## config.mk

```make
export PLATFORM = sky130hd
export DESIGN_NAME = dcwd_decoder
export DESIGN_NICKNAME = d
export VERILOG_FILES = /design/src/core/dcwd_pkg.sv /design/src/core/dcwd_gate_if.sv /design/src/core/dcwd_gate.sv /design/src/core/dcwd_decoder.sv
export SDC_FILE = /design/constraint.sdc
export NUM_CORES = 1
export LEC_CHECK = 0
export BUFFER_PORTS_ARGS = -buffer_cell sky130_fd_sc_hd__buf_2
export CORE_MARGIN = 10
export CORE_UTILIZATION = 40
export DETAILED_ROUTE_END_ITERATION = 8
export PLACE_DENSITY = 0.59
export SLEW_MARGIN = 20
export SYNTH_ARGS = -nofsm -noshare
export SYNTH_HDL_FRONTEND = slang
export SYNTH_SLANG_ARGS = --single-unit
```

## constraint.sdc

```tcl
create_clock -name core_clk -period 2.46 [get_ports core_clk]
set_input_delay 0.246 -clock core_clk [delete_from_list [all_inputs] [get_ports core_clk]]
set_output_delay 0.246 -clock core_clk [all_outputs]
set_load 0.02 [all_outputs]
```

## src/core/dcwd_pkg.sv

```systemverilog
/*
  dcwd_pkg: bit positions, reset values and selector codes of the drive
  command word decoder.
  Assumes: shared by the decoder top, its gate module and the gate interface.
*/
package dcwd_pkg;

  localparam int unsigned WORD_W = 16;

  // bit positions inside drive_command_word
  localparam int unsigned BIT_PRESET_LSB = 0;
  localparam int unsigned BIT_PRESET_MSB = 1;
  localparam int unsigned BIT_DC_BRAKE_N = 2;
  localparam int unsigned BIT_COAST_N = 3;
  localparam int unsigned BIT_QSTOP_N = 4;
  localparam int unsigned BIT_HOLD_N = 5;
  localparam int unsigned BIT_START = 6;
  localparam int unsigned BIT_TRIP_RESET = 7;
  localparam int unsigned BIT_JOG = 8;
  localparam int unsigned BIT_RAMP2 = 9;
  localparam int unsigned BIT_DATA_VALID = 10;
  localparam int unsigned BIT_RELAY1 = 11;
  localparam int unsigned BIT_RELAY2 = 12;
  localparam int unsigned BIT_SETUP_LSB = 13;
  localparam int unsigned BIT_SETUP_MSB = 14;
  localparam int unsigned BIT_REVERSE = 15;

  // all zero: coast, dc brake and frequency hold active until a word arrives
  localparam logic [15:0] WORD_RST = 16'h0000;

  // lanes that are combined with digital inputs
  localparam int unsigned LANES = 7;
  localparam int unsigned LANE_PRESET0 = 0;
  localparam int unsigned LANE_PRESET1 = 1;
  localparam int unsigned LANE_COAST = 2;
  localparam int unsigned LANE_START = 3;
  localparam int unsigned LANE_SETUP0 = 4;
  localparam int unsigned LANE_SETUP1 = 5;
  localparam int unsigned LANE_REVERSE = 6;

  // digital input pins, in the order of the din port
  localparam int unsigned DIN_W = 11;
  localparam int unsigned DIN_PRESET0 = 0;
  localparam int unsigned DIN_PRESET1 = 1;
  localparam int unsigned DIN_COAST = 2;
  localparam int unsigned DIN_START = 3;
  localparam int unsigned DIN_SETUP0 = 4;
  localparam int unsigned DIN_SETUP1 = 5;
  localparam int unsigned DIN_REVERSE = 6;
  localparam int unsigned DIN_DC_BRAKE = 7;
  localparam int unsigned DIN_RESET_COAST = 8;
  localparam int unsigned DIN_SPEED_UP = 9;
  localparam int unsigned DIN_SLOW_DOWN = 10;

  localparam int unsigned SYNC_STAGES = 3;
  localparam logic [1:0] SETUP_RST = 2'h0;
  localparam logic [1:0] PRESET_RST = 2'h0;

  // per-function source selector
  typedef enum logic [1:0] {
    DCWD_SRC_DIGITAL,
    DCWD_SRC_SERIAL,
    DCWD_SRC_AND,
    DCWD_SRC_OR
  } dcwd_src_t;

endpackage

```

## src/core/dcwd_gate_if.sv

```systemverilog
/*
  dcwd_gate_if: carries bus-side and pin-side command lanes, their
  selectors and the gated result between decoder and gate.
  Assumes: purely combinational path, no clock of its own.
*/
`timescale 1ns/1ps
`default_nettype none

interface dcwd_gate_if;
  import dcwd_pkg::*;
  logic [LANES-1:0] bus_act;
  logic [LANES-1:0] pin_act;
  dcwd_src_t sel [LANES];
  logic [LANES-1:0] result;

  modport owner (output bus_act, output pin_act, output sel, input result);
  modport gate (input bus_act, input pin_act, input sel, output result);
endinterface

`default_nettype wire

```

## src/core/dcwd_gate.sv

```systemverilog
/*
  dcwd_gate: combines each command lane of the word with its digital
  input under that lane's selector.
  Assumes: both lanes are active-high commands; driven from one clock domain.
*/
`timescale 1ns/1ps
`default_nettype none

module dcwd_gate
  import dcwd_pkg::*;
(
  dcwd_gate_if.gate g
);

  genvar i;
  generate
    for (i = 0; i < LANES; i++) begin : g_lane
      wire logic b;
      wire logic p;
      assign b = g.bus_act[i];
      assign p = g.pin_act[i];
      assign g.result[i] = (g.sel[i] == DCWD_SRC_SERIAL) ? b :
                           (g.sel[i] == DCWD_SRC_AND) ? (b & p) :
                           (g.sel[i] == DCWD_SRC_OR) ? (b | p) : p;
    end
  endgenerate

endmodule

`default_nettype wire

```

## src/core/dcwd_decoder.sv

```systemverilog
/*
  dcwd_decoder: holds the received drive command word and turns it into
  registered drive commands, merged with the drive's digital inputs.
  Assumes: word_in/word_wr come from the telegram layer on core_clk;
  din comes from pins and is synchronised here; settings are static-ish.
*/
// Notes on behaviour
// - bits 1:0 pick one of four preset references
// - bit 2 low: dc brake and stop; high: normal ramping
// - bit 3 low: output stage off, motor coasts; high: start allowed
// - bit 4 low: ramp down to stop on the quick-stop ramp
// - bit 5 low: hold output frequency; only speed-up/slow-down inputs move it
// - while held, only coast, dc brake or matching inputs stop the motor
// - bit 6 low: ramp stop on selected ramp; high: start permitted
// - trip reset only on rising edge of bit 7
// - bit 8 high: output frequency from inching speed setting
// - bit 9 selects ramp pair one or two
// - bit 10 low: whole word ignored; high: word used
// - bit 11 drives relay one when its function selects this bit
// - bit 12 drives relay two when its function selects this bit
// - bits 14:13 select parameter set-up one to four
// - set-up selection honoured only in multiple set-ups mode
// - bit 15 reverses only for serial, logic or, logic and sources
// - preset, coast, start, set-up, reverse gated with inputs per selector
`timescale 1ns/1ps
`default_nettype none

module dcwd_decoder
  import dcwd_pkg::*;
(
  input wire logic core_clk,
  input wire logic rst,
  input wire logic ce,
  // command word from the telegram layer, same clock
  input wire logic [dcwd_pkg::WORD_W-1:0] word_in,
  input wire logic word_wr,
  // digital input pins, asynchronous, active high
  input wire logic [dcwd_pkg::DIN_W-1:0] din,
  // function selectors
  input wire dcwd_pkg::dcwd_src_t preset_src,
  input wire dcwd_pkg::dcwd_src_t coast_src,
  input wire dcwd_pkg::dcwd_src_t start_src,
  input wire dcwd_pkg::dcwd_src_t setup_src,
  input wire dcwd_pkg::dcwd_src_t reverse_src,
  input wire logic relay1_uses_word,
  input wire logic relay2_uses_word,
  input wire logic multi_setup_mode,
  // drive commands
  output logic [1:0] preset_idx,
  output logic dc_brake,
  output logic coast,
  output logic quick_stop,
  output logic freq_hold,
  output logic freq_up,
  output logic freq_down,
  output logic ramp_stop,
  output logic run_enable,
  output logic trip_reset,
  output logic inching,
  output logic ramp2_sel,
  output logic relay1,
  output logic relay2,
  output logic [1:0] setup_sel,
  output logic reverse,
  output logic [dcwd_pkg::WORD_W-1:0] word_held
);

  logic [WORD_W-1:0] word_r;
  logic [DIN_W-1:0] sync1_r;
  logic [DIN_W-1:0] sync2_r;
  logic [DIN_W-1:0] sync3_r;
  wire logic [DIN_W-1:0] din_r;
  logic trip_prev_r;

  logic [1:0] preset_r;
  logic dc_brake_r;
  logic coast_r;
  logic qstop_r;
  logic hold_r;
  logic up_r;
  logic down_r;
  logic ramp_stop_r;
  logic run_r;
  logic trip_reset_r;
  logic inching_r;
  logic ramp2_r;
  logic relay1_r;
  logic relay2_r;
  logic [1:0] setup_r;
  logic reverse_r;

  // package layout guards; the lanes and the pin path are built for these
  if (WORD_W != 16) begin : g_chk_word
    $error("drive command word must be 16 bits wide");
  end
  if (BIT_REVERSE >= WORD_W || BIT_SETUP_MSB >= WORD_W) begin : g_chk_bits
    $error("command bit position beyond the word");
  end
  if (LANES != 7) begin : g_chk_lanes
    $error("gate lanes do not match the decoded functions");
  end
  if (DIN_SLOW_DOWN >= DIN_W || DIN_RESET_COAST >= DIN_W) begin : g_chk_pins
    $error("pin position beyond the din port");
  end
  if (SYNC_STAGES != 3) begin : g_chk_sync
    $error("pin path is built for exactly three stages");
  end

  dcwd_gate_if gif ();

  wire logic word_take;
  assign word_take = word_wr & word_in[BIT_DATA_VALID];

  always_ff @(posedge core_clk or posedge rst) begin
    if (rst) begin
      word_r <= WORD_RST;
    end else if (ce && word_take) begin
      word_r <= word_in;
    end
  end

  // three-stage pin synchroniser; a change counts once stages 2 and 3 agree
  always_ff @(posedge core_clk or posedge rst) begin
    if (rst) begin
      sync1_r <= '0;
      sync2_r <= '0;
      sync3_r <= '0;
    end else if (ce) begin
      sync1_r <= din;
      sync2_r <= sync1_r;
      sync3_r <= sync2_r;
    end
  end

  genvar k;
  generate
    for (k = 0; k < DIN_W; k++) begin : g_din
      logic q_r;
      always_ff @(posedge core_clk or posedge rst) begin
        if (rst) begin
          q_r <= 1'b0;
        end else if (ce && (sync2_r[k] == sync3_r[k])) begin
          q_r <= sync3_r[k];
        end
      end
      // one flop per pin keeps each lane a single driver
      assign din_r[k] = q_r;
    end
  endgenerate

  // active-high command lanes; coast is inverted since bit 3 low coasts
  assign gif.bus_act[LANE_PRESET0] = word_r[BIT_PRESET_LSB];
  assign gif.bus_act[LANE_PRESET1] = word_r[BIT_PRESET_MSB];
  assign gif.bus_act[LANE_COAST] = ~word_r[BIT_COAST_N];
  assign gif.bus_act[LANE_START] = word_r[BIT_START];
  assign gif.bus_act[LANE_SETUP0] = word_r[BIT_SETUP_LSB];
  assign gif.bus_act[LANE_SETUP1] = word_r[BIT_SETUP_MSB];
  assign gif.bus_act[LANE_REVERSE] = word_r[BIT_REVERSE];

  assign gif.pin_act[LANE_PRESET0] = din_r[DIN_PRESET0];
  assign gif.pin_act[LANE_PRESET1] = din_r[DIN_PRESET1];
  assign gif.pin_act[LANE_COAST] = din_r[DIN_COAST];
  assign gif.pin_act[LANE_START] = din_r[DIN_START];
  assign gif.pin_act[LANE_SETUP0] = din_r[DIN_SETUP0];
  assign gif.pin_act[LANE_SETUP1] = din_r[DIN_SETUP1];
  assign gif.pin_act[LANE_REVERSE] = din_r[DIN_REVERSE];

  assign gif.sel[LANE_PRESET0] = preset_src;
  assign gif.sel[LANE_PRESET1] = preset_src;
  assign gif.sel[LANE_COAST] = coast_src;
  assign gif.sel[LANE_START] = start_src;
  assign gif.sel[LANE_SETUP0] = setup_src;
  assign gif.sel[LANE_SETUP1] = setup_src;
  // digital selector keeps bit 15 out of the result
  assign gif.sel[LANE_REVERSE] = reverse_src;

  dcwd_gate u_gate (
    .g (gif.gate)
  );

  // decoded next values
  wire logic hold_nxt;
  wire logic dcb_nxt;
  wire logic coast_nxt;
  wire logic qstop_nxt;
  wire logic rstop_nxt;
  wire logic run_nxt;
  wire logic trip_nxt;
  wire logic [1:0] setup_nxt;
  wire logic [1:0] preset_nxt;
  wire logic up_nxt;
  wire logic down_nxt;
  wire logic relay1_nxt;
  wire logic relay2_nxt;
  wire logic reverse_nxt;

  assign hold_nxt = ~word_r[BIT_HOLD_N];
  assign dcb_nxt = ~word_r[BIT_DC_BRAKE_N] | din_r[DIN_DC_BRAKE];
  assign coast_nxt = gif.result[LANE_COAST] | din_r[DIN_RESET_COAST];
  // quick stop is not accepted while frequency is held
  assign qstop_nxt = ~word_r[BIT_QSTOP_N] & ~hold_nxt;
  assign rstop_nxt = ~gif.result[LANE_START] & ~hold_nxt;
  // a held drive keeps running until coast or dc brake
  assign run_nxt = ~coast_nxt & ~dcb_nxt & ~qstop_nxt & ~rstop_nxt;
  assign trip_nxt = word_r[BIT_TRIP_RESET] & ~trip_prev_r;
  // outside multi set-up mode the last choice stays
  assign setup_nxt = multi_setup_mode ?
                     {gif.result[LANE_SETUP1], gif.result[LANE_SETUP0]} :
                     setup_r;

  assign preset_nxt = {gif.result[LANE_PRESET1], gif.result[LANE_PRESET0]};
  // only the speed inputs move a held frequency
  assign up_nxt = hold_nxt & din_r[DIN_SPEED_UP];
  assign down_nxt = hold_nxt & din_r[DIN_SLOW_DOWN];
  // a relay set to another function ignores its bit
  assign relay1_nxt = word_r[BIT_RELAY1] & relay1_uses_word;
  assign relay2_nxt = word_r[BIT_RELAY2] & relay2_uses_word;
  assign reverse_nxt = gif.result[LANE_REVERSE];

  always_ff @(posedge core_clk or posedge rst) begin
    if (rst) begin
      trip_prev_r <= 1'b0;
      trip_reset_r <= 1'b0;
    end else if (ce) begin
      trip_prev_r <= word_r[BIT_TRIP_RESET];
      trip_reset_r <= trip_nxt;
    end
  end

  always_ff @(posedge core_clk or posedge rst) begin
    if (rst) begin
      preset_r <= PRESET_RST;
      dc_brake_r <= 1'b1;
      coast_r <= 1'b1;
      qstop_r <= 1'b0;
      hold_r <= 1'b0;
      up_r <= 1'b0;
      down_r <= 1'b0;
      ramp_stop_r <= 1'b0;
      run_r <= 1'b0;
    end else if (ce) begin
      preset_r <= preset_nxt;
      dc_brake_r <= dcb_nxt;
      coast_r <= coast_nxt;
      qstop_r <= qstop_nxt;
      hold_r <= hold_nxt;
      // only the speed inputs move a held frequency
      up_r <= up_nxt;
      down_r <= down_nxt;
      ramp_stop_r <= rstop_nxt;
      run_r <= run_nxt;
    end
  end

  always_ff @(posedge core_clk or posedge rst) begin
    if (rst) begin
      inching_r <= 1'b0;
      ramp2_r <= 1'b0;
      relay1_r <= 1'b0;
      relay2_r <= 1'b0;
      setup_r <= SETUP_RST;
      reverse_r <= 1'b0;
    end else if (ce) begin
      inching_r <= word_r[BIT_JOG];
      ramp2_r <= word_r[BIT_RAMP2];
      relay1_r <= relay1_nxt;
      relay2_r <= relay2_nxt;
      setup_r <= setup_nxt;
      reverse_r <= reverse_nxt;
    end
  end

  assign preset_idx = preset_r;
  assign dc_brake = dc_brake_r;
  assign coast = coast_r;
  assign quick_stop = qstop_r;
  assign freq_hold = hold_r;
  assign freq_up = up_r;
  assign freq_down = down_r;
  assign ramp_stop = ramp_stop_r;
  assign run_enable = run_r;
  assign trip_reset = trip_reset_r;
  assign inching = inching_r;
  assign ramp2_sel = ramp2_r;
  assign relay1 = relay1_r;
  assign relay2 = relay2_r;
  assign setup_sel = setup_r;
  assign reverse = reverse_r;
  assign word_held = word_r;

endmodule

`default_nettype wire

```

==> results.json <==
{
  "static-leakage-power_nw": 1.854,
  "crit_type": "primary input to flip-flop",
  "syn-cell-area_um2": 3183,
  "grt_usage_pct": 12.06,
  "detailedPlacementHpwl_um": 5003,
  "finalHoldViolations": 0,
  "max_freq_mhz": 759.2,
  "synth_top_area_share_pct": 60.53,
  "final.setup_skew_ns": 0.004899,
  "worst-path-max-fanout": 57,
  "cp_data_required_time_ns": 2.71,
  "max_vdd_drop_uv": 415.3,
  "run_status": "finished clean",
  "worst_skew_pair.late_latency_ns": 0.34,
  "ys_warnings": 0,
  "fin_crit_ns": 1.317,
  "cpLargestDelayFamily": "buffers and inverters",
  "vias_per_cell": 4.863,
  "path_category_of_the_worst_min_delay_check": "primary input to flip-flop",
  "final_cell_count_no_fill": 444,
  "first_pass_grt_wire_length_um": 11220,
  "ctsResizeCount": 0,
  "drt_pass1_iterations": 4,
  "post_route_cells_drive_above_1_share_pct": 40.64,
  "cts_max_path_buffers": 2,
  "power.total_mw": 3.602,
  "slew-limit-headroom_pct": 53.35,
  "synthesized_netlist_net_count": 299,
  "netlist-cell-type-count": 28,
  "slowest_stage": "sky130_fd_sc_hd__buf_4",
  "routed_wire_length_per_instance_um": 15.62,
  "cts.root.buffer_cell": "sky130_fd_sc_hd__clkbuf_8",
  "cts_tree": "done",
  "overall_overflow_remaining_after_global_route": 0,
  "critical-path-max-stage-delay_ns": 0.56,
  "h_tree_depth": 3,
  "tritoncts.num_buffers": 9,
  "yosysSeqAreaShare_pct": 62.19,
  "endpoint_kind": "flip-flop",
  "postSynthRegisterBits": 79,
  "cts_post_setup_buffers_inserted": 0,
  "routed-via-count": 2159,
  "maxSlewViolCount": 0,
  "avgSynthCellArea_um2": 12.48,
  "yosysTopAreaCell": "sky130_fd_sc_hd__dfrtp_1",
  "detail_route.drc_violations": 0,
  "post_synth_main_area_contributors": "sky130_fd_sc_hd__dfrtp_1 (61%), sky130_fd_sc_hd__mux2_2 (11%), sky130_fd_sc_hd__o21ai_0 (5.8%)",
  "rsz0062_at_grt": "false",
  "floorplan.io_pins": 78,
  "max_cap_violations": 0,
  "pin_count_of_the_biggest_net_entering_global_routing": 58,
  "final_net_count": 381,
  "design.core.area_um2": 7727,
  "ctsHoldBuffers": 1,
  "setup_viol_count_final": 0,
  "tightest_slew_ns": 0.6991,
  "die_h_um": 109.2,
  "wl_um": 6934,
  "worst-endpoint-arrival_ns": 1.57,
  "syn_inst": 255,
  "die_area_um2": 11930,
  "setup_tns_ns": 0,
  "crit_path_start_kind": "primary input",
  "drt_iter0_drc": 109,
  "cts.reportedPaths.clkPinSlew_ns": 0.08,
  "antenna_violations_before_repair": 0,
  "cts.sinks": 79,
  "powerDensity_nw_per_um2": 924.9,
  "die_width_um": 109.2,
  "worstPathBufferInverterCount": 2,
  "critical_path.cell_chain": "buf_2 > buf_4 > nand2_1 > o31ai_1",
  "first_global_vias": 2176,
  "dp.cells": 427,
  "syn2layout_area_growth_pct": 22.33,
  "gp_congestion": 0.7308,
  "io_buffers": 77,
  "drtAntennaViolNets": 0,
  "final_period_utilization_pct": 53.55,
  "num_rows": 32,
  "start_util_pct": 41.19,
  "n_antenna_cell": 0
}
layout make-up:
type	count	area (µm²)
clock buffer	13	158.9
tap	102	127.6
multi-input combinational	149	1076
inverter	16	61.31
clock inverter	3	65.06
sequential	79	1979
fill	736	3834
timing repair buffer	82	425.4
worst paths after layout:
kind | start | to | slack, ns | depth (start not counted)
min in group asynchronous | rst | setup_sel[1] | 0.44 | 3
max in group asynchronous | rst | ramp_stop | 1.33 | 4
worst min-delay path | din[7] | sync1_r[7] | 0.13 | 2
worst max-delay path | ce | setup_sel[0] | 1.14 | 4
worst max register to register | g_din[8].q_r | run_enable | 1.26 | 2
worst min register to register | word_held[10] | word_held[10] | 0.46 | 1
worst reg2reg max path: cells and delay by family (launching register included):
family / cells / cell delay, ns
AO/OA/AOI/OAI: 2 / 0.72
flip-flops: 1 / 0.41
flip-flops by register name, summed over array words and instances (netlist names), 2 cells and up:
register	flops
setup_sel	2
preset_idx	2
sync3_r	11
sync1_r	11
word_held	16
sync2_r	11
g_din.q_r	11
per-layer routing:
| metal | GRT usage (%) | wire, µm | part of all wire, % |
|---|---|---|---|
| met1 | 15.65 | 3146 | 45 |
| met3 | 5.133 | 590 | 8.5 |
| met4 | 3.903 | 76 | 1.1 |
| met5 | 0 | 0 | 0 |
| met2 | 17.82 | 3121 | 45 |
report_power, final:
group | internal, mW | switching (mW) | total [mW]
logic | 0.331 | 0.419 | 0.750
clock network | 0.627 | 0.455 | 1.08
registers | 1.58 | 0.194 | 1.77
total | 2.53 | 1.07 | 3.60
synthesized netlist by cell type, drive strengths merged:
cell / instances
xnor2: 4
clkbuf: 1
a22o: 2
o21a: 1
mux2: 40
o31ai: 5
buf: 10
a21oi: 18
o2bb2ai: 1
nand3b: 1
xor2: 1
a22oi: 1
dfstp: 2
a21o: 1
nand2: 19
a32o: 1
dfrtp: 77
nand3: 3
nand2b: 2
o21ai: 37
o32ai: 1
nor2b: 3
inv: 16
nor2: 8
placed cells by master, fill, tap and decap left out, types with 2 or more instances in the layout:
| master | synthesis | routed |
|---|---|---|
| sky130_fd_sc_hd__nand2_1 | 19 | 19 |
| sky130_fd_sc_hd__a22o_1 | 2 | 2 |
| sky130_fd_sc_hd__inv_1 | 16 | 15 |
| sky130_fd_sc_hd__o31ai_1 | 5 | 5 |
| sky130_fd_sc_hd__buf_2 | 6 | 77 |
| sky130_fd_sc_hd__clkinv_2 | 0 | 2 |
| sky130_fd_sc_hd__nand2b_1 | 2 | 2 |
| sky130_fd_sc_hd__dfrtp_1 | 77 | 77 |
| sky130_fd_sc_hd__mux2_4 | 9 | 9 |
| sky130_fd_sc_hd__o21ai_0 | 37 | 37 |
| sky130_fd_sc_hd__nor2b_1 | 3 | 3 |
| sky130_fd_sc_hd__dfstp_2 | 2 | 2 |
| sky130_fd_sc_hd__clkbuf_8 | 0 | 11 |
| sky130_fd_sc_hd__nand3_1 | 2 | 2 |
| sky130_fd_sc_hd__xnor2_1 | 4 | 4 |
| sky130_fd_sc_hd__buf_4 | 3 | 4 |
| sky130_fd_sc_hd__bufinv_16 | 0 | 2 |
| sky130_fd_sc_hd__nor2_1 | 8 | 8 |
| sky130_fd_sc_hd__clkbuf_1 | 1 | 2 |
| sky130_fd_sc_hd__a21oi_1 | 18 | 18 |
| sky130_fd_sc_hd__mux2_2 | 31 | 31 |
cell families after synthesis:
| group | Yosys count | share of synthesized area (%) |
|---|---|---|
| AO/OA/AOI/OAI | 68 | 11.95 |
| XOR/XNOR | 5 | 1.376 |
| buffers and inverters | 27 | 4.009 |
| flip-flops | 79 | 62.19 |
| multiplexers | 40 | 15.21 |
| AND/OR/NAND/NOR | 36 | 5.268 |
per-stage QoR:
step                      instance area (µm²)  setup WS, ns  hold slack (ns)  utilization [%]
after CTS                                3894         1.124           0.1112            50.39
after floorplan                          3183        0.1939           0.3945                -
final                                    3894         1.143           0.1259            50.39
after detailed placement                 3660        0.7620           0.2787            47.36
after global placement                   3660        0.8022           0.2796            47.36
after global routing                     3894         1.016           0.1027            50.39
No activity file was read; power rests on OpenSTA's default activity.
